**src/pkg/rpw_defs.svh**
```systemverilog
// Constants for reset pin sequencer and software watchdog
`ifndef RPW_DEFS_SVH
`define RPW_DEFS_SVH
// Reset pin drive and settle lengths, bus cycles
`define RPW_DRIVE_LAST 6'h21
`define RPW_SETTLE_LAST 6'h25
// Watchdog terminal counts, 2^18 and 2^13 cycles
`define RPW_WD_LONG_MAX 18'h3FFFF
`define RPW_WD_SHORT_MAX 18'h01FFF
// Debug link bit time, 16 cycles
`define RPW_BIT_LAST 4'hF
// Shared general-purpose pin count
`define RPW_GPIO_N 55
// Register byte offsets
`define RPW_ADDR_CAUSE 12'h000
`define RPW_ADDR_OPTS 12'h004
`define RPW_ADDR_PORTG 12'h008
`define RPW_ADDR_STAT 12'h00C
// Cause flag positions
`define RPW_C_POR 7
`define RPW_C_PIN 6
`define RPW_C_WDOG 5
`define RPW_C_ILOP 4
`define RPW_C_CLK 2
`define RPW_C_LVD 1
// Option field positions and reset values
`define RPW_O_EN 0
`define RPW_O_LONG 1
`define RPW_O_LOCK 2
`define RPW_EN_RST 1'b1
`define RPW_LONG_RST 1'b1
// Cause register value after power-on
`define RPW_CAUSE_POR 8'h80
// Port bit field positions
`define RPW_P_EN 0
`define RPW_P_VAL 1
// AXI responses
`define RPW_RESP_OK 2'h0
`define RPW_RESP_SLVERR 2'h2
`endif

```
**src/pkg/rpw_pkg.sv**
```systemverilog
// Types for reset pin sequencer and software watchdog
package rpw_pkg;
  typedef enum logic [1:0] {
    RPW_RUN = 2'b00,
    RPW_DRIVE = 2'b01,
    RPW_SETTLE = 2'b10,
    RPW_HOLD = 2'b11
  } rpw_seq_e;
  typedef logic [7:0] rpw_cause_t;
endpackage

```
**src/pkg/rpw_wd_if.sv**
```systemverilog
// Control and status bundle between sequencer and watchdog
`timescale 1ns/1ps
interface rpw_wd_if;
  logic enable;
  logic period_long;
  logic service;
  logic suspend;
  logic clear;
  logic timeout;
  modport ctrl (output enable, output period_long, output service,
    output suspend, output clear, input timeout);
  modport wdog (input enable, input period_long, input service,
    input suspend, input clear, output timeout);
endinterface

```
**src/hw/rpw_wdog.sv**
```systemverilog
// Software watchdog counter with two timeout periods
`timescale 1ns/1ps
`include "rpw_defs.svh"
module rpw_wdog
  import rpw_pkg::*;
(
  input wire logic aclk, // Bus clock
  input wire logic aresetn, // Synchronous reset, active low
  rpw_wd_if.wdog wd // Control from sequencer
);
  logic [17:0] cnt_r;
  logic [17:0] limit;
  logic timeout_r;
  logic run;

  // Terminal count from period select
  assign limit = wd.period_long ? `RPW_WD_LONG_MAX : `RPW_WD_SHORT_MAX;
  assign run = wd.enable && !wd.suspend;
  assign wd.timeout = timeout_r;

  // Counter: cleared by reset and service, counts while running
  always_ff @(posedge aclk) begin
    if (!aresetn || wd.clear || wd.service || timeout_r) begin
      cnt_r <= 18'h00000;
    end else if (run && cnt_r != limit) begin
      cnt_r <= cnt_r + 18'h00001;
    end
  end

  // Timeout pulse on reaching terminal count
  always_ff @(posedge aclk) begin
    if (!aresetn || wd.clear || wd.service) begin
      timeout_r <= 1'b0;
    end else begin
      timeout_r <= run && cnt_r == limit && !timeout_r;
    end
  end
endmodule

```
**src/hw/rpw_top.sv**
```systemverilog
// Reset pin sequencer, reset cause, mode select and watchdog control
//
// Behaviour
// - Any reset: pin low 34, sample 38 later
// - Internal reset expects high sample; low means pin
// - Decode cause, set flag in cause register
// - Sources lvd, ilop, pin, clock loss, debug force
// - Self clock mode; counts in bus cycles
// - Released pin pulled high unless held low
// - Debug pin is mode select during reset
// - Low at release gives background mode
// - Debug bit time is 16 clock cycles
// - Pseudo open drain with high speedup pulses
// - As port bit, debug pin outputs only
// - After reset 55 pins inputs, pullups off
// - Watchdog timeout forces system reset
// - Write to cause address restarts watchdog
// - Watchdog enabled after any reset
// - Write-once options; clearing enable disables watchdog
// - Period select picks 2^18 or 2^13
// - Watchdog suspended in background mode
`timescale 1ns/1ps
`include "rpw_defs.svh"
module rpw_top
  import rpw_pkg::*;
(
  input wire logic aclk, // Bus clock
  input wire logic aresetn, // Power-on reset, active low
  input wire logic [11:0] s_axi_awaddr, // Write address
  input wire logic s_axi_awvalid, // Write address valid
  output logic s_axi_awready, // Write address ready
  input wire logic [31:0] s_axi_wdata, // Write data
  input wire logic [3:0] s_axi_wstrb, // Write strobes
  input wire logic s_axi_wvalid, // Write data valid
  output logic s_axi_wready, // Write data ready
  output logic [1:0] s_axi_bresp, // Write response
  output logic s_axi_bvalid, // Write response valid
  input wire logic s_axi_bready, // Write response ready
  input wire logic [11:0] s_axi_araddr, // Read address
  input wire logic s_axi_arvalid, // Read address valid
  output logic s_axi_arready, // Read address ready
  output logic [31:0] s_axi_rdata, // Read data
  output logic [1:0] s_axi_rresp, // Read response
  output logic s_axi_rvalid, // Read data valid
  input wire logic s_axi_rready, // Read data ready
  input wire logic lvd_det, // Low-voltage detect event
  input wire logic ilop_det, // Illegal opcode event
  input wire logic clk_loss_det, // Clock generator lock or clock loss
  input wire logic dbg_force_rst, // Debug-forced reset request
  input wire logic rst_pin_n_in, // Reset pin level
  output logic rst_pin_n_out, // Reset pin drive value
  output logic rst_pin_n_oe, // Reset pin drive enable
  input wire logic dbg_pin_in, // Debug pin level
  output logic dbg_pin_out, // Debug pin drive value
  output logic dbg_pin_oe, // Debug pin drive enable
  input wire logic bdc_drive_low, // Debug link drives low
  input wire logic bdc_speedup, // Debug link speedup pulse
  output logic dbg_bit_tick, // End of debug bit time
  output logic sys_rst_n, // System reset, active low
  output logic clk_self_mode, // Clock generator in self-clocked mode
  output logic bg_mode, // Active background mode
  output logic gpio_default // Shared pins forced to input, no pullup
);
  rpw_seq_e state_r;
  logic [5:0] cnt_r;
  rpw_cause_t pend_r;
  rpw_cause_t cause_r;
  rpw_cause_t src_now;
  logic rst_s1_r, rst_s2_r;
  logic dbg_s1_r, dbg_s2_r, dbg_s3_r;
  logic trig;
  logic in_run;
  logic opt_en_r, opt_long_r, opt_lock_r;
  logic pg_en_r, pg_val_r;
  logic wd_service_r;
  logic [3:0] bit_ph_r;
  logic aw_hold_r, w_hold_r;
  logic [11:0] aw_addr_r;
  logic [31:0] w_data_r;
  logic [3:0] w_strb_r;
  logic wr_go;
  logic [31:0] rd_val;
  logic rd_err;
  rpw_wd_if wd ();

  assign in_run = state_r == RPW_RUN;

  // Two-stage synchronisers for pin inputs
  always_ff @(posedge aclk) begin
    if (!aresetn) begin
      rst_s1_r <= 1'b1;
      rst_s2_r <= 1'b1;
      dbg_s1_r <= 1'b1;
      dbg_s2_r <= 1'b1;
      dbg_s3_r <= 1'b1;
    end else begin
      rst_s1_r <= rst_pin_n_in;
      rst_s2_r <= rst_s1_r;
      dbg_s1_r <= dbg_pin_in;
      dbg_s2_r <= dbg_s1_r;
      dbg_s3_r <= dbg_s2_r;
    end
  end

  // Internal sources present this cycle
  always_comb begin
    src_now = 8'h00;
    src_now[`RPW_C_LVD] = lvd_det;
    src_now[`RPW_C_ILOP] = ilop_det;
    src_now[`RPW_C_CLK] = clk_loss_det;
    src_now[`RPW_C_WDOG] = wd.timeout;
  end

  // Any source, debug force has no flag, pin low from outside
  assign trig = (|src_now) || dbg_force_rst || !rst_s2_r;

  // Reset pin sequencer
  always_ff @(posedge aclk) begin
    if (!aresetn) begin
      state_r <= RPW_DRIVE;
      cnt_r <= 6'h00;
      pend_r <= `RPW_CAUSE_POR;
    end else begin
      case (state_r)
        RPW_RUN: begin
          if (trig) begin
            state_r <= RPW_DRIVE;
            cnt_r <= 6'h00;
            pend_r <= src_now;
          end
        end
        RPW_DRIVE: begin
          pend_r <= pend_r | src_now;
          if (cnt_r == `RPW_DRIVE_LAST) begin
            state_r <= RPW_SETTLE;
            cnt_r <= 6'h00;
          end else begin
            cnt_r <= cnt_r + 6'h01;
          end
        end
        RPW_SETTLE: begin
          pend_r <= pend_r | src_now;
          if (cnt_r == `RPW_SETTLE_LAST) begin
            cnt_r <= 6'h00;
            state_r <= rst_s2_r ? RPW_RUN : RPW_HOLD;
          end else begin
            cnt_r <= cnt_r + 6'h01;
          end
        end
        RPW_HOLD: begin
          if (rst_s2_r) begin
            state_r <= RPW_RUN;
          end
        end
        default: begin
          state_r <= RPW_DRIVE;
          cnt_r <= 6'h00;
        end
      endcase
    end
  end

  // Cause register loaded at the delayed pin sample
  always_ff @(posedge aclk) begin
    if (!aresetn) begin
      cause_r <= `RPW_CAUSE_POR;
    end else if (state_r == RPW_SETTLE && cnt_r == `RPW_SETTLE_LAST) begin
      cause_r <= pend_r;
      cause_r[`RPW_C_PIN] <= !rst_s2_r;
    end
  end

  // Pin drive, system reset and clock mode outputs
  always_ff @(posedge aclk) begin
    if (!aresetn) begin
      rst_pin_n_oe <= 1'b1;
      rst_pin_n_out <= 1'b0;
      sys_rst_n <= 1'b0;
      clk_self_mode <= 1'b1;
      gpio_default <= 1'b1;
    end else begin
      rst_pin_n_out <= 1'b0;
      rst_pin_n_oe <= (state_r == RPW_RUN && trig) ||
        (state_r == RPW_DRIVE && cnt_r != `RPW_DRIVE_LAST);
      sys_rst_n <= (in_run && !trig) || (state_r == RPW_HOLD && rst_s2_r) ||
        (state_r == RPW_SETTLE && cnt_r == `RPW_SETTLE_LAST && rst_s2_r);
      clk_self_mode <= !(in_run && !trig);
      gpio_default <= !in_run;
    end
  end

  // Mode select sampled at reset release
  always_ff @(posedge aclk) begin
    if (!aresetn) begin
      bg_mode <= 1'b0;
    end else if (!sys_rst_n && state_r != RPW_DRIVE) begin
      bg_mode <= !dbg_s2_r;
    end
  end

  // Debug pin: quiet in reset, port bit output only, else open drain
  always_ff @(posedge aclk) begin
    if (!aresetn) begin
      dbg_pin_oe <= 1'b0;
      dbg_pin_out <= 1'b0;
    end else if (!in_run) begin
      dbg_pin_oe <= 1'b0;
      dbg_pin_out <= 1'b0;
    end else if (pg_en_r) begin
      dbg_pin_oe <= 1'b1;
      dbg_pin_out <= pg_val_r;
    end else begin
      dbg_pin_oe <= bdc_drive_low || bdc_speedup;
      dbg_pin_out <= bdc_speedup && !bdc_drive_low;
    end
  end

  // Bit time phase, restarted at each falling edge on the link
  always_ff @(posedge aclk) begin
    if (!aresetn || !in_run || (dbg_s3_r && !dbg_s2_r)) begin
      bit_ph_r <= 4'h0;
      dbg_bit_tick <= 1'b0;
    end else begin
      bit_ph_r <= bit_ph_r + 4'h1;
      dbg_bit_tick <= bit_ph_r == `RPW_BIT_LAST;
    end
  end

  // Write channel capture, address and data in either order
  always_ff @(posedge aclk) begin
    if (!aresetn) begin
      aw_hold_r <= 1'b0;
      w_hold_r <= 1'b0;
      aw_addr_r <= 12'h000;
      w_data_r <= 32'h00000000;
      w_strb_r <= 4'h0;
      s_axi_awready <= 1'b1;
      s_axi_wready <= 1'b1;
      s_axi_bvalid <= 1'b0;
      s_axi_bresp <= `RPW_RESP_OK;
    end else begin
      if (s_axi_awvalid && s_axi_awready) begin
        aw_hold_r <= 1'b1;
        aw_addr_r <= s_axi_awaddr;
        s_axi_awready <= 1'b0;
      end
      if (s_axi_wvalid && s_axi_wready) begin
        w_hold_r <= 1'b1;
        w_data_r <= s_axi_wdata;
        w_strb_r <= s_axi_wstrb;
        s_axi_wready <= 1'b0;
      end
      if (wr_go) begin
        s_axi_bvalid <= 1'b1;
        s_axi_bresp <= {aw_addr_r[11:2], 2'b00} > `RPW_ADDR_STAT ? `RPW_RESP_SLVERR : `RPW_RESP_OK;
        aw_hold_r <= 1'b0;
        w_hold_r <= 1'b0;
      end
      if (s_axi_bvalid && s_axi_bready) begin
        s_axi_bvalid <= 1'b0;
        s_axi_awready <= 1'b1;
        s_axi_wready <= 1'b1;
      end
    end
  end

  assign wr_go = aw_hold_r && w_hold_r && !s_axi_bvalid;

  // Option and port registers, restored on any reset
  always_ff @(posedge aclk) begin
    if (!aresetn || !in_run) begin
      opt_en_r <= `RPW_EN_RST;
      opt_long_r <= `RPW_LONG_RST;
      opt_lock_r <= 1'b0;
      pg_en_r <= 1'b0;
      pg_val_r <= 1'b0;
    end else if (wr_go && w_strb_r[0]) begin
      if ({aw_addr_r[11:2], 2'b00} == `RPW_ADDR_OPTS && !opt_lock_r) begin
        opt_en_r <= w_data_r[`RPW_O_EN];
        opt_long_r <= w_data_r[`RPW_O_LONG];
        opt_lock_r <= 1'b1;
      end
      if ({aw_addr_r[11:2], 2'b00} == `RPW_ADDR_PORTG) begin
        pg_en_r <= w_data_r[`RPW_P_EN];
        pg_val_r <= w_data_r[`RPW_P_VAL];
      end
    end
  end

  // Service pulse on any write to the cause address
  always_ff @(posedge aclk) begin
    if (!aresetn) begin
      wd_service_r <= 1'b0;
    end else begin
      wd_service_r <= wr_go && {aw_addr_r[11:2], 2'b00} == `RPW_ADDR_CAUSE;
    end
  end

  // Read decode
  always_comb begin
    rd_val = 32'h00000000;
    rd_err = 1'b0;
    case ({s_axi_araddr[11:2], 2'b00})
      `RPW_ADDR_CAUSE: rd_val[7:0] = cause_r;
      `RPW_ADDR_OPTS: begin
        rd_val[`RPW_O_EN] = opt_en_r;
        rd_val[`RPW_O_LONG] = opt_long_r;
        rd_val[`RPW_O_LOCK] = opt_lock_r;
      end
      `RPW_ADDR_PORTG: rd_val[`RPW_P_VAL:`RPW_P_EN] = {pg_val_r, pg_en_r};
      `RPW_ADDR_STAT: rd_val[3:0] = {state_r, dbg_s2_r, bg_mode};
      default: rd_err = 1'b1;
    endcase
  end

  // Read channel, one read in flight
  always_ff @(posedge aclk) begin
    if (!aresetn) begin
      s_axi_arready <= 1'b1;
      s_axi_rvalid <= 1'b0;
      s_axi_rdata <= 32'h00000000;
      s_axi_rresp <= `RPW_RESP_OK;
    end else if (s_axi_arvalid && s_axi_arready) begin
      s_axi_arready <= 1'b0;
      s_axi_rvalid <= 1'b1;
      s_axi_rdata <= rd_val;
      s_axi_rresp <= rd_err ? `RPW_RESP_SLVERR : `RPW_RESP_OK;
    end else if (s_axi_rvalid && s_axi_rready) begin
      s_axi_rvalid <= 1'b0;
      s_axi_arready <= 1'b1;
    end
  end

  // Watchdog hookup
  assign wd.enable = opt_en_r;
  assign wd.period_long = opt_long_r;
  assign wd.service = wd_service_r;
  assign wd.suspend = bg_mode;
  assign wd.clear = !in_run;

  rpw_wdog u_wdog (
    .aclk(aclk),
    .aresetn(aresetn),
    .wd(wd)
  );
endmodule

```
**config.mk**
```make
export PLATFORM = sky130hd
export DESIGN_NAME = rpw_top
export DESIGN_NICKNAME = d
export VERILOG_FILES = /design/src/pkg/rpw_pkg.sv /design/src/pkg/rpw_wd_if.sv /design/src/hw/rpw_wdog.sv /design/src/hw/rpw_top.sv
export VERILOG_INCLUDE_DIRS = /design/src /design/src/pkg
export SDC_FILE = /design/constraint.sdc
export NUM_CORES = 1
export LEC_CHECK = 0
export BUFFER_PORTS_ARGS = -buffer_cell sky130_fd_sc_hd__buf_4
export CORE_MARGIN = 5
export CORE_UTILIZATION = 49
export DETAILED_ROUTE_END_ITERATION = 10
export GPL_TIMING_DRIVEN = 0
export PLACE_DENSITY = 0.77
export SYNTH_ARGS = -nofsm -noshare
export SYNTH_HDL_FRONTEND = slang
export SYNTH_SLANG_ARGS = --single-unit
```
**constraint.sdc**
```tcl
create_clock -name aclk -period 2.2 [get_ports aclk]
set_clock_uncertainty 0.2 [all_clocks]
set_input_delay 0.33 -clock aclk [delete_from_list [all_inputs] [get_ports aclk]]
set_output_delay 0.33 -clock aclk [all_outputs]
set_load 0.02 [all_outputs]
```
Word-level counts from Yosys, hierarchy flattened --
Index checks and enable logic that the tools add are counted.
Cells by class: add/sub/neg operators 3, magnitude comparators 1, eq/ne operators 19, muxes and demuxes 25, bitwise operators 2, reductions and logical operators 62
Operators with widths (count):
- 10-bit by 2-bit equality test with 1-bit output (second input constant) | 3
- 1-bit logical AND | 23
- 10-bit by 1-bit equality test with 1-bit output (second input constant) | 2
- 10-bit zero test | 2
- 18-bit by 1-bit adder with 18-bit output (second input constant) | 1
- 18-bit equality test | 1
- 18-bit two-way mux | 1
- 6-bit two-way mux | 3
- 18-bit != test | 1
- 6-bit case mux with 3 select lines | 1
- 2-bit case mux with 4 select lines | 2
- 8-bit case mux with 2 select lines | 1
- 2-bit two-way mux | 7
- 6-bit equality test (second input constant) | 2
- 12-bit by 4-bit greater-than comparator with 1-bit output (second input constant) | 1
- 1-bit zero test | 12
- 1-bit logical OR | 10
- 2-bit AND reduction | 5
- 8-bit two-way mux | 1
- 2-bit != test (second input constant) | 4
- 8-bit by 6-bit bitwise OR with 8-bit output | 1
- 4-bit OR reduction | 2
- 6-bit by 1-bit adder with 6-bit output (second input constant) | 1
- 1-bit two-way mux | 6
- 15 further kinds | 19
Storage, ports and cells: register bits 100, input bits 75, output and inout bits 50, logic and storage cells 151

Depth between registers and ports, before layout --
Gate-level depths: netlist of run 1.
depth in word-level cells 7, mapped depth 8, mapped depth without buffers 8

Cells and area by module --
A second synthesis of run 1 with hierarchy kept.
Unflattened totals: cells, all modules 463, area total of the unflattened synthesis 4096.4 µm²
Modules (own cells, without submodules):
- rpw_top | instances 1, cells each 349, area an instance 3113.0 µm², seq. area each 1441.4 µm²
- rpw_wdog | instances 1, cells each 114, area an instance 983.4 µm², seq. area each 380.4 µm²

Worst setup path before layout of run 1 --
Ideal clock, no wire load.
kind flip-flop to flip-flop, start point register state_r[1], end point register u_wdog.cnt_r[0], arrival time 1.676 ns, required time 1.936 ns, slack 0.260 ns, stages on the path, launching flop included 9, buffers on the path 2, cell sequence dfxtp_1 inv_1 ha_1 and2_2 inv_2 or3_1 clkbuf_1 buf_2 nor2_1
On the way: cells in the longest elaborated chain, start to end 5
RTL lines:
- start: declaration | line rpw_top.sv:64 | rpw_seq_e state_r;
- start signal: assignment | line rpw_top.sv:145 | state_r <= rst_s2_r ? RPW_RUN : RPW_HOLD;
- 2-bit zero test | line rpw_top.sv:86 | assign in_run = state_r == RPW_RUN;
- 1-bit zero test | line rpw_top.sv:339 | assign wd.clear = !in_run;
- 1-bit logical OR (3 in series) | line rpw_wdog.sv:23 | if (!aresetn || wd.clear || wd.service || timeout_r) begin
- end signal: assignment | line rpw_wdog.sv:26 | cnt_r <= cnt_r + 18'h00001;
- end: declaration | line rpw_wdog.sv:11 | logic [17:0] cnt_r;
No other way between the ends. A chain may end at the register's enable or synchronous reset.

Worst setup path in the final report of run 1 --
start point register state_r[0], end point register u_wdog.cnt_r[4]
The elaborated chain is that of the path after synthesis.

==> impl_summary.txt, run 1 <==
----------------------------------------------------
[Status]
  Outcome ... finished, final reports clean

[Synthesis]
  Dominant register cell in the synthesized netlist ... dfxtp_1
  Syn avg cell area ... 9.064 µm²
  Most area-hungry cell type in the Yosys netlist ... dfxtp_1
  Ys Warns ... 0
  Synthesized cell area ... 0.004151 mm²
  Post-synth EDFFs ... 0
  Largest family of logic cells by synthesized area ... simple AND/OR/NAND/NOR gates
  Complex-gate fraction of the synthesized area ... around 14%
  Arithmetic-cell share of the synthesized area counting full adders, half adders and majority gates ... around 3%
  Synthesized flop and latch total ... 91
  Gate Count Post-Synth ... between 400 and 500
  Synth top cells by count ... dfxtp_1, nand2_1, nor2_1, a21oi_1, nand3_1
  Fraction of registers with async set/reset ... 0%
  Most frequent cell after synthesis ... dfxtp_1
  Mux share of post-synthesis cell area ... ~4.2%
  Proportion of synthesized chip area in sequential cells ... between 40% and 50%
  Simple-gate share of the synthesized area ... roughly a quarter
  Netlist cell types ... 65
  Portion of synthesized cell area occupied by the leading cell type ... 43.88%
  Dominant cells by area after synthesis ... dfxtp_1, buf_4, nand2_1
  Xor and xnor area share after synthesis ... ~2.5%

[Power and ir drop]
  Leakage component of the power ... ~2.1 nW
  Total power draw ... a little over 4 mW
  Maximum ir drop on the vdd rail ... about 0.00045 V
  Power share of the sequential group ... between 40% and 50%
  Clock network fraction of design power ... 31.8%
  Switching power ... between 1 and 1.5 mW
  Internal power ... ~2.8 mW
  Combinational share of power ... 22.5%
  Power density over the cells ... 793.6 mW/mm²
  Switching share of power ... around 30%

[Setup path]
  Worst reg-to-reg path cell count ... 8
  WP data required ... about 2.3 ns
  Reg-to-Reg End ... u_wdog.cnt_r[4]
  Setup slack on the worst flop-to-flop path ... approximately 0.11 ns
  Class of the most critical setup path ... reg2reg
  Worst r2r src ... state_r[0]
  Type of origin of the critical path ... flop
  Max Fanout on Critical Path ... 8
  Worst Path Arrival ... between 2 and 2.5 ns
  Kind of capture point of the worst setup path ... flop

[Clock tree]
  Number of levels the H-tree was split into ... 3
  CTS buffer count ... 9
  Bufs on Longest Clock Path ... 2
  Sinks on Clock Net ... a little over 90
  TritonCTS clock tree ... done
  Setup repair bufs after CTS ... 0
  Insertion delay to the later sink of the worst-skew pair ... approximately 0.37 ns
  Clk root buf ... clkbuf_8
  Clock edge transition at the registers on the reported setup and hold paths ... about 0.09 ns

[Timing]
  Share of the clock period used by the worst path after layout ... ~95%
  Sum of negative setup slack ... 0 ns
  Hold violation total from the final report ... 0
  Relative max-transition margin ... 56.88%
  Final hold slack ... approximately 0.0061 ns
  Worst slew pin tran ... about 0.64 ns
  Count of pins over their slew limit ... 0
  Post-layout min period ... about 2.1 ns
  Final setup fails ... 0
  Fmax ... 479.4 MHz
  Least setup slack across all paths after layout ... ~0.11 ns

[Placed design]
  Worst setup slack before clock tree synthesis ... -0.09372 ns
  Dpl hpwl ... roughly 6900 µm
  Placed Area ... 0.004823 mm²
  Number of placed instances with taps included ... 648
  # port buffers ... slightly below 60
  Routability congestion estimate from global placement ... slightly above 0.8

[Finish]
  Layout Nets ... about 640
  Non-Filler Instances ... roughly 670
  Total inserted antenna cells ... 0
  Core occupancy in the finished layout ... about 62%
  Layout Area Growth over Synthesis ... 23.39%
  Area taken by multi-input logic gates ... 0.002107 mm²
  Final-layout fill cell count ... between 600 and 700
  Sequential cell area ... approximately 0.0018 mm²
  Share of layout cells above drive strength 1 ... 24.82%
  Finished layout cell area ... 0.005122 mm²

[Routing]
  Total wirelength of the detailed-routed design ... 9110 µm
  TritonRoute pass-1 iters ... 4
  Detail-routed via count per cell ... 5.161
  Violation count after the first detailed-route iteration ... about 130
  Remaining antenna violation count ... 0
  Overall via count from detail_route ... roughly 3500
  # DRC ... 0
  Routed wirelength normalized by instance count ... roughly 14 µm

[Floorplanning]
  Die Y-Extent ... around 100 µm
  Die area ... 0.01041 mm²
  Width of the die ... 102.0 µm
  Starting density of the core ... between 50 and 60%
  Number of rows in the core area ... 33
  Area inside the core boundary ... roughly 0.008 mm²
  # IOs ... ~130

[Worst hold path]
  Endpoint of the worst hold-timing path ... aw_addr_r[3]
  Tightest Hold Check Type ... in2reg
  Critical hold path startpoint ... s_axi_awaddr[3]
  WHS Path Cells ... 3

[Run]
  Number of max-cap violations ... 0

[GRT]
  Overall Global Routing Usage ... approximately 18%
  Maximum number of pins on one net before global-route repair ... 17
  GRT Residual Overflow ... 0
  Number of antenna violations at the first check in global routing ... 0
  Vias in the first global route ... 3202
  First-pass GRT wire length ... 14950 µm

----------------------------------------------------
worst max-delay path by stage:
stage,start,endpoint,depth (start not counted)
after CTS,state_r[1],u_wdog.cnt_r[17],8
after detailed placement,state_r[0],u_wdog.cnt_r[17],8
after global routing,state_r[0],u_wdog.cnt_r[13],8
final,state_r[0],u_wdog.cnt_r[4],8
after floorplan,state_r[1],u_wdog.cnt_r[0],8
after global placement,state_r[0],u_wdog.cnt_r[17],8
worst max-delay path: stages, from the launching register on:
cell	delay (ns)
dfxtp_1	0.48
inv_2	0.11
ha_4	0.20
and2_2	0.21
inv_2	0.13
or3_1	0.12
clkbuf_1	0.23
nor2_1	0.07
a31o_2	0.24
sequential cells by signal, indices dropped and copies added, names as in the netlist, 2 cells and up:
name,flops
u_wdog.cnt_r,18
aw_addr_r,10
s_axi_rdata,8
cause_r,6
cnt_r,6
pend_r,5
bit_ph_r,4
state_r,2
w_data_r,2
what timing repair did:
item,CTS,global route
resized for setup,2,4
endpoints found under the hold margin,4,0
hold buffers,5,0
pin swaps,0,0
endpoints found under the setup margin,11,18
layout make-up:
type                       count  share of cell area [%]
sequential                    91                   35.56
timing repair buffer          64                   9.624
clock buffer                  10                   2.687
buffer                        42                   5.496
tap                          105                   2.565
inverter                      15                   1.099
clock inverter                 6                   1.832
multi-input combinational    336                   41.13
per-layer routing:
| metal | share of wire, % | routed length, µm | global-route usage [%] |
|---|---|---|---|
| met2 | 48 | 4362 | 29.59 |
| met4 | 1.3 | 115 | 5.146 |
| met5 | 0 | 0 | 0 |
| met3 | 5.7 | 520 | 3.549 |
| met1 | 45 | 4111 | 23.92 |
cells in the final DEF (no fill, tap or decap), types with 4 or more instances in the layout:
cell type / synthesis / final
nor2b_1: 4 / 4
clkbuf_8: 0 / 10
a211oi_1: 4 / 4
conb_1: 1 / 27
inv_2: 2 / 4
o21ai_0: 9 / 9
a31oi_1: 4 / 4
dfxtp_1: 91 / 91
nand4_1: 11 / 11
nor2_1: 45 / 44
xnor2_1: 11 / 11
buf_4: 28 / 88
a21oi_1: 31 / 31
nand3_1: 29 / 29
nand2_1: 50 / 50
and3_1: 4 / 4
mux2i_1: 13 / 13
nor3_1: 6 / 6
nor4_1: 7 / 7
dlygate4sd3_1: 0 / 5
a22oi_1: 4 / 4
ha_1: 10 / 9
inv_1: 13 / 11
nand2b_1: 11 / 11
clkbuf_1: 6 / 6
logic make-up (layout without fill, tap and decap cells):
logic type / after synthesis / after routing
and+or+nand+nor: 194 / 194
muxes: 16 / 16
DFF: 91 / 91
xor gates and xnor gates: 12 / 12
adders and majority gates: 10 / 10
other: 1 / 27
AOI/OAI and AO/OA: 77 / 77
buffers and inverters: 57 / 137
power groups by stage:
stage | Clock (mW) | Combinational [mW] | Sequential, mW
after floorplan | 0 | 0.596 | 1.90
after global placement | 0 | 0.842 | 1.88
after detailed placement | 0 | 0.864 | 1.89
after CTS | 1.30 | 0.885 | 1.85
after global routing | 1.36 | 1.04 | 1.87
final | 1.29 | 0.915 | 1.86
(Power assumes the default switching activity.)
==> run 2: changes to the inputs <==
--- a/config.mk
+++ b/config.mk
@@ -6,12 +6,12 @@
 export SDC_FILE = /design/constraint.sdc
 export NUM_CORES = 1
 export LEC_CHECK = 0
-export BUFFER_PORTS_ARGS = -buffer_cell sky130_fd_sc_hd__buf_4
 export CORE_MARGIN = 5
 export CORE_UTILIZATION = 49
 export DETAILED_ROUTE_END_ITERATION = 10
+export DONT_BUFFER_PORTS = 1
 export GPL_TIMING_DRIVEN = 0
-export PLACE_DENSITY = 0.77
 export SYNTH_ARGS = -nofsm -noshare
 export SYNTH_HDL_FRONTEND = slang
 export SYNTH_SLANG_ARGS = --single-unit
+export TNS_END_PERCENT = 20
==> run 2 against run 1 <==
Compared with the run above:
- via count down 3.1%
- sequential cell count unchanged
- final cell count down 5.1%
- global-route usage up 0.34 points
- clock-buffer cell count up 2
- register-to-register slack worse by 0.02 ns
- cell area down 4.2%
- sequential power about the same
- largest cell class unchanged
==> impl_summary.txt, run 2 (same netlist as run 1, synthesis figures left out) <==
----------------------------------------------------
[GRT]
  Met3 Use GR ... 4.505% (+0.96 points)
  First-pass GRT wire length ... 15080 µm (+0.88%)
  Met1 Resource Use GR ... 22.60% (-1.3 points)
  Global-route track usage on met2 ... 30.88% (+1.3 points)
  Maximum number of pins on one net before global-route repair ... 15 (-2)
  Number of antenna violations at the first check in global routing ... 0 (unchanged)
  GRT Residual Overflow ... 0 (unchanged)
  Vias in the first global route ... 3230 (+0.87%)
  Busiest layer in global routing ... met2
  Overall Global Routing Usage ... 18.26% (+0.34 points)

[Run]
  Number of max-cap violations ... 0 (unchanged)

[Finish]
  Most frequent cells in the layout ... dfxtp_1, nand2_1, nor2_1
  Total inserted antenna cells ... 0 (unchanged)
  Flip-flop count of the largest register after layout ... 18 (unchanged)
  Layout Nets ... 610 (-5.3%)
  Layout Area Growth over Synthesis ... 18.23%
  Most frequent standard cell in the layout excluding fill and tap cells ... dfxtp_1
  Top register by number of flip-flops ... u_wdog.cnt_r
  Share of layout cells above drive strength 1 ... 14.91% (-9.9 points)
  Registers with the most flip-flops ... u_wdog.cnt_r: 18 flops, aw_addr_r: 10 flops, s_axi_rdata: 8 flops

[Routing]
  Remaining antenna violation count ... 0 (unchanged)
  # DRC ... 0 (unchanged)
  Overall via count from detail_route ... 3345 (-3.1%)
  Routed wirelength normalized by instance count ... 14.10 µm (+3.5%)
  TritonRoute pass-1 iters ... 4 (unchanged)
  Total wirelength of the detailed-routed design ... 8953 µm (-1.7%)
  Detail-routed via count per cell ... 5.268 (+2.1%)
  Violation count after the first detailed-route iteration ... 106 (-17%)

[Power and ir drop]
  Power share of the sequential group ... 49.1% (+3.5 points)
  Combinational share of power ... 21.0% (-1.5 points)
  Switching power ... 1.182 mW (-5.1%)
  Leakage component of the power ... 1.935 nW (-8.9%)
  Maximum ir drop on the vdd rail ... 0.0005106 V (+15%)
  Switching share of power ... 30.64% (about the same)
  Power density over the cells ... 786.3 mW/mm² (-0.91%)
  Clock network fraction of design power ... 29.9% (-1.9 points)
  Internal power ... 2.677 mW (-5.0%)

[Timing]
  Post-layout min period ... 2.109 ns (+0.02320 ns)
  Final setup fails ... 0 (unchanged)
  Hold violation total from the final report ... 0 (unchanged)
  Relative max-transition margin ... 55.75% (-1.1 points)
  Sum of negative setup slack ... 0 ns (unchanged)
  Fmax ... 474.1 MHz (-1.1%)
  Setup repair after global routing missed its margin ... yes
  Count of pins over their slew limit ... 0 (unchanged)
  Least setup slack across all paths after layout ... 0.09091 ns (-0.02320 ns)
  Share of the clock period used by the worst path after layout ... 95.87% (+1.1 points)
  Worst slew pin tran ... 0.6569 ns (+0.01680 ns)

[Floorplanning]
  Die Y-Extent ... 102.0 µm (unchanged)
  Number of rows in the core area ... 33 (unchanged)
  Die area ... 0.01041 mm² (unchanged)
  Starting density of the core ... 50.53% (unchanged)
  Width of the die ... 102.0 µm (unchanged)
  Area inside the core boundary ... 0.008217 mm² (unchanged)
  # IOs ... 125 (unchanged)

[Placed design]
  Worst setup slack before clock tree synthesis ... -0.1102 ns (-0.01652 ns)
  # port buffers ... 0 (-100%)
  Dpl hpwl ... 6487 µm (-6.0%)
  Routability congestion estimate from global placement ... 0.8057 (-1.9%)

[Status]
  Outcome ... finished, final reports clean

[Clock tree]
  Setup repair bufs after CTS ... 0 (unchanged)
  Bufs on Longest Clock Path ... 2 (unchanged)
  TritonCTS clock tree ... done
  Number of levels the H-tree was split into ... 3 (unchanged)
  Insertion delay to the later sink of the worst-skew pair ... 0.35 ns (-0.02 ns)
  CTS buffer count ... 9 (unchanged)
  Sinks on Clock Net ... 91 (unchanged)
  Clock edge transition at the registers on the reported setup and hold paths ... 0.08 ns (about the same)
  Clk root buf ... clkbuf_8

[Setup path]
  Worst Path Arrival ... 2.21 ns (+0.05 ns)
  Type of origin of the critical path ... flop
  Class of the most critical setup path ... reg2reg
  Max Fanout on Critical Path ... 8 (unchanged)
  Kind of capture point of the worst setup path ... flop
  WP data required ... 2.30 ns (+0.03 ns)

[Worst hold path]
  Tightest Hold Check Type ... in2reg

----------------------------------------------------
run 2: critical path, cell delays in order, from the launching register on:
cell,delay [ns]
dfxtp_1,0.38
inv_1,0.18
ha_4,0.20
and2_2,0.22
inv_2,0.10
nor3_2,0.41
nand2_1,0.11
a21oi_1,0.12
a31o_2,0.12
run 2: what timing repair did:
| action | in CTS | in global routing |
|---|---|---|
| hold endpoints to repair | 27 | 0 |
| gates resized for setup | 3 | 2 |
| hold buffers | 31 | 0 |
| setup endpoints to repair | 11 | 19 |
run 2: through the flow:
| stage | cells | util [%] | area [µm²] | power, mW | hold WS [ns] |
|---|---|---|---|---|---|
| after CTS | 636 | 59.75 | 4910 | 3.885 | 0.008008 |
| after floorplan | 484 | - | 4249 | 2.494 | 0.1863 |
| after global routing | 635 | 59.74 | 4908 | 4.100 | 0.02563 |
| final | 635 | 59.74 | 4908 | 3.860 | 0.02014 |
| after global placement | 589 | 53.31 | 4380 | 2.651 | 0.2038 |
| after detailed placement | 589 | 53.31 | 4380 | 2.663 | 0.2015 |
run 2: layout make-up:
type                       count  area (µm²)
clock inverter                 4       48.80
inverter                      15       56.30
multi-input combinational    336        2107
clock buffer                  12       155.1
buffer                        41       277.8
timing repair buffer          31       310.3
fill                         754        3308
sequential                    91        1822
tap                          105       131.4
run 2: per-layer routing:
| metal | share of wire [%] | wire [µm] |
|---|---|---|
| met5 | 0 | 0 |
| met4 | 1.9 | 170 |
| met3 | 5.5 | 494 |
| met2 | 49 | 4404 |
| met1 | 43 | 3884 |
run 2: final timing paths:
check | end | slack, ns | startpoint | cells after the start
max reg2reg | u_wdog.cnt_r[4] | 0.09 | state_r[0] | 8
min reg2reg | rst_s2_r | 0.22 | rst_s1_r | 1
max | u_wdog.cnt_r[4] | 0.09 | state_r[0] | 8
min | w_data_r[0] | 0.02 | s_axi_wvalid | 3
run 2: power by group through the flow:
stage	Clock (mW)	Sequential (mW)	Combinational, mW
after detailed placement	0	1.93	0.730
after floorplan	0	1.90	0.596
after global routing	1.27	1.91	0.916
final	1.15	1.89	0.812
after CTS	1.19	1.89	0.805
after global placement	0	1.93	0.722
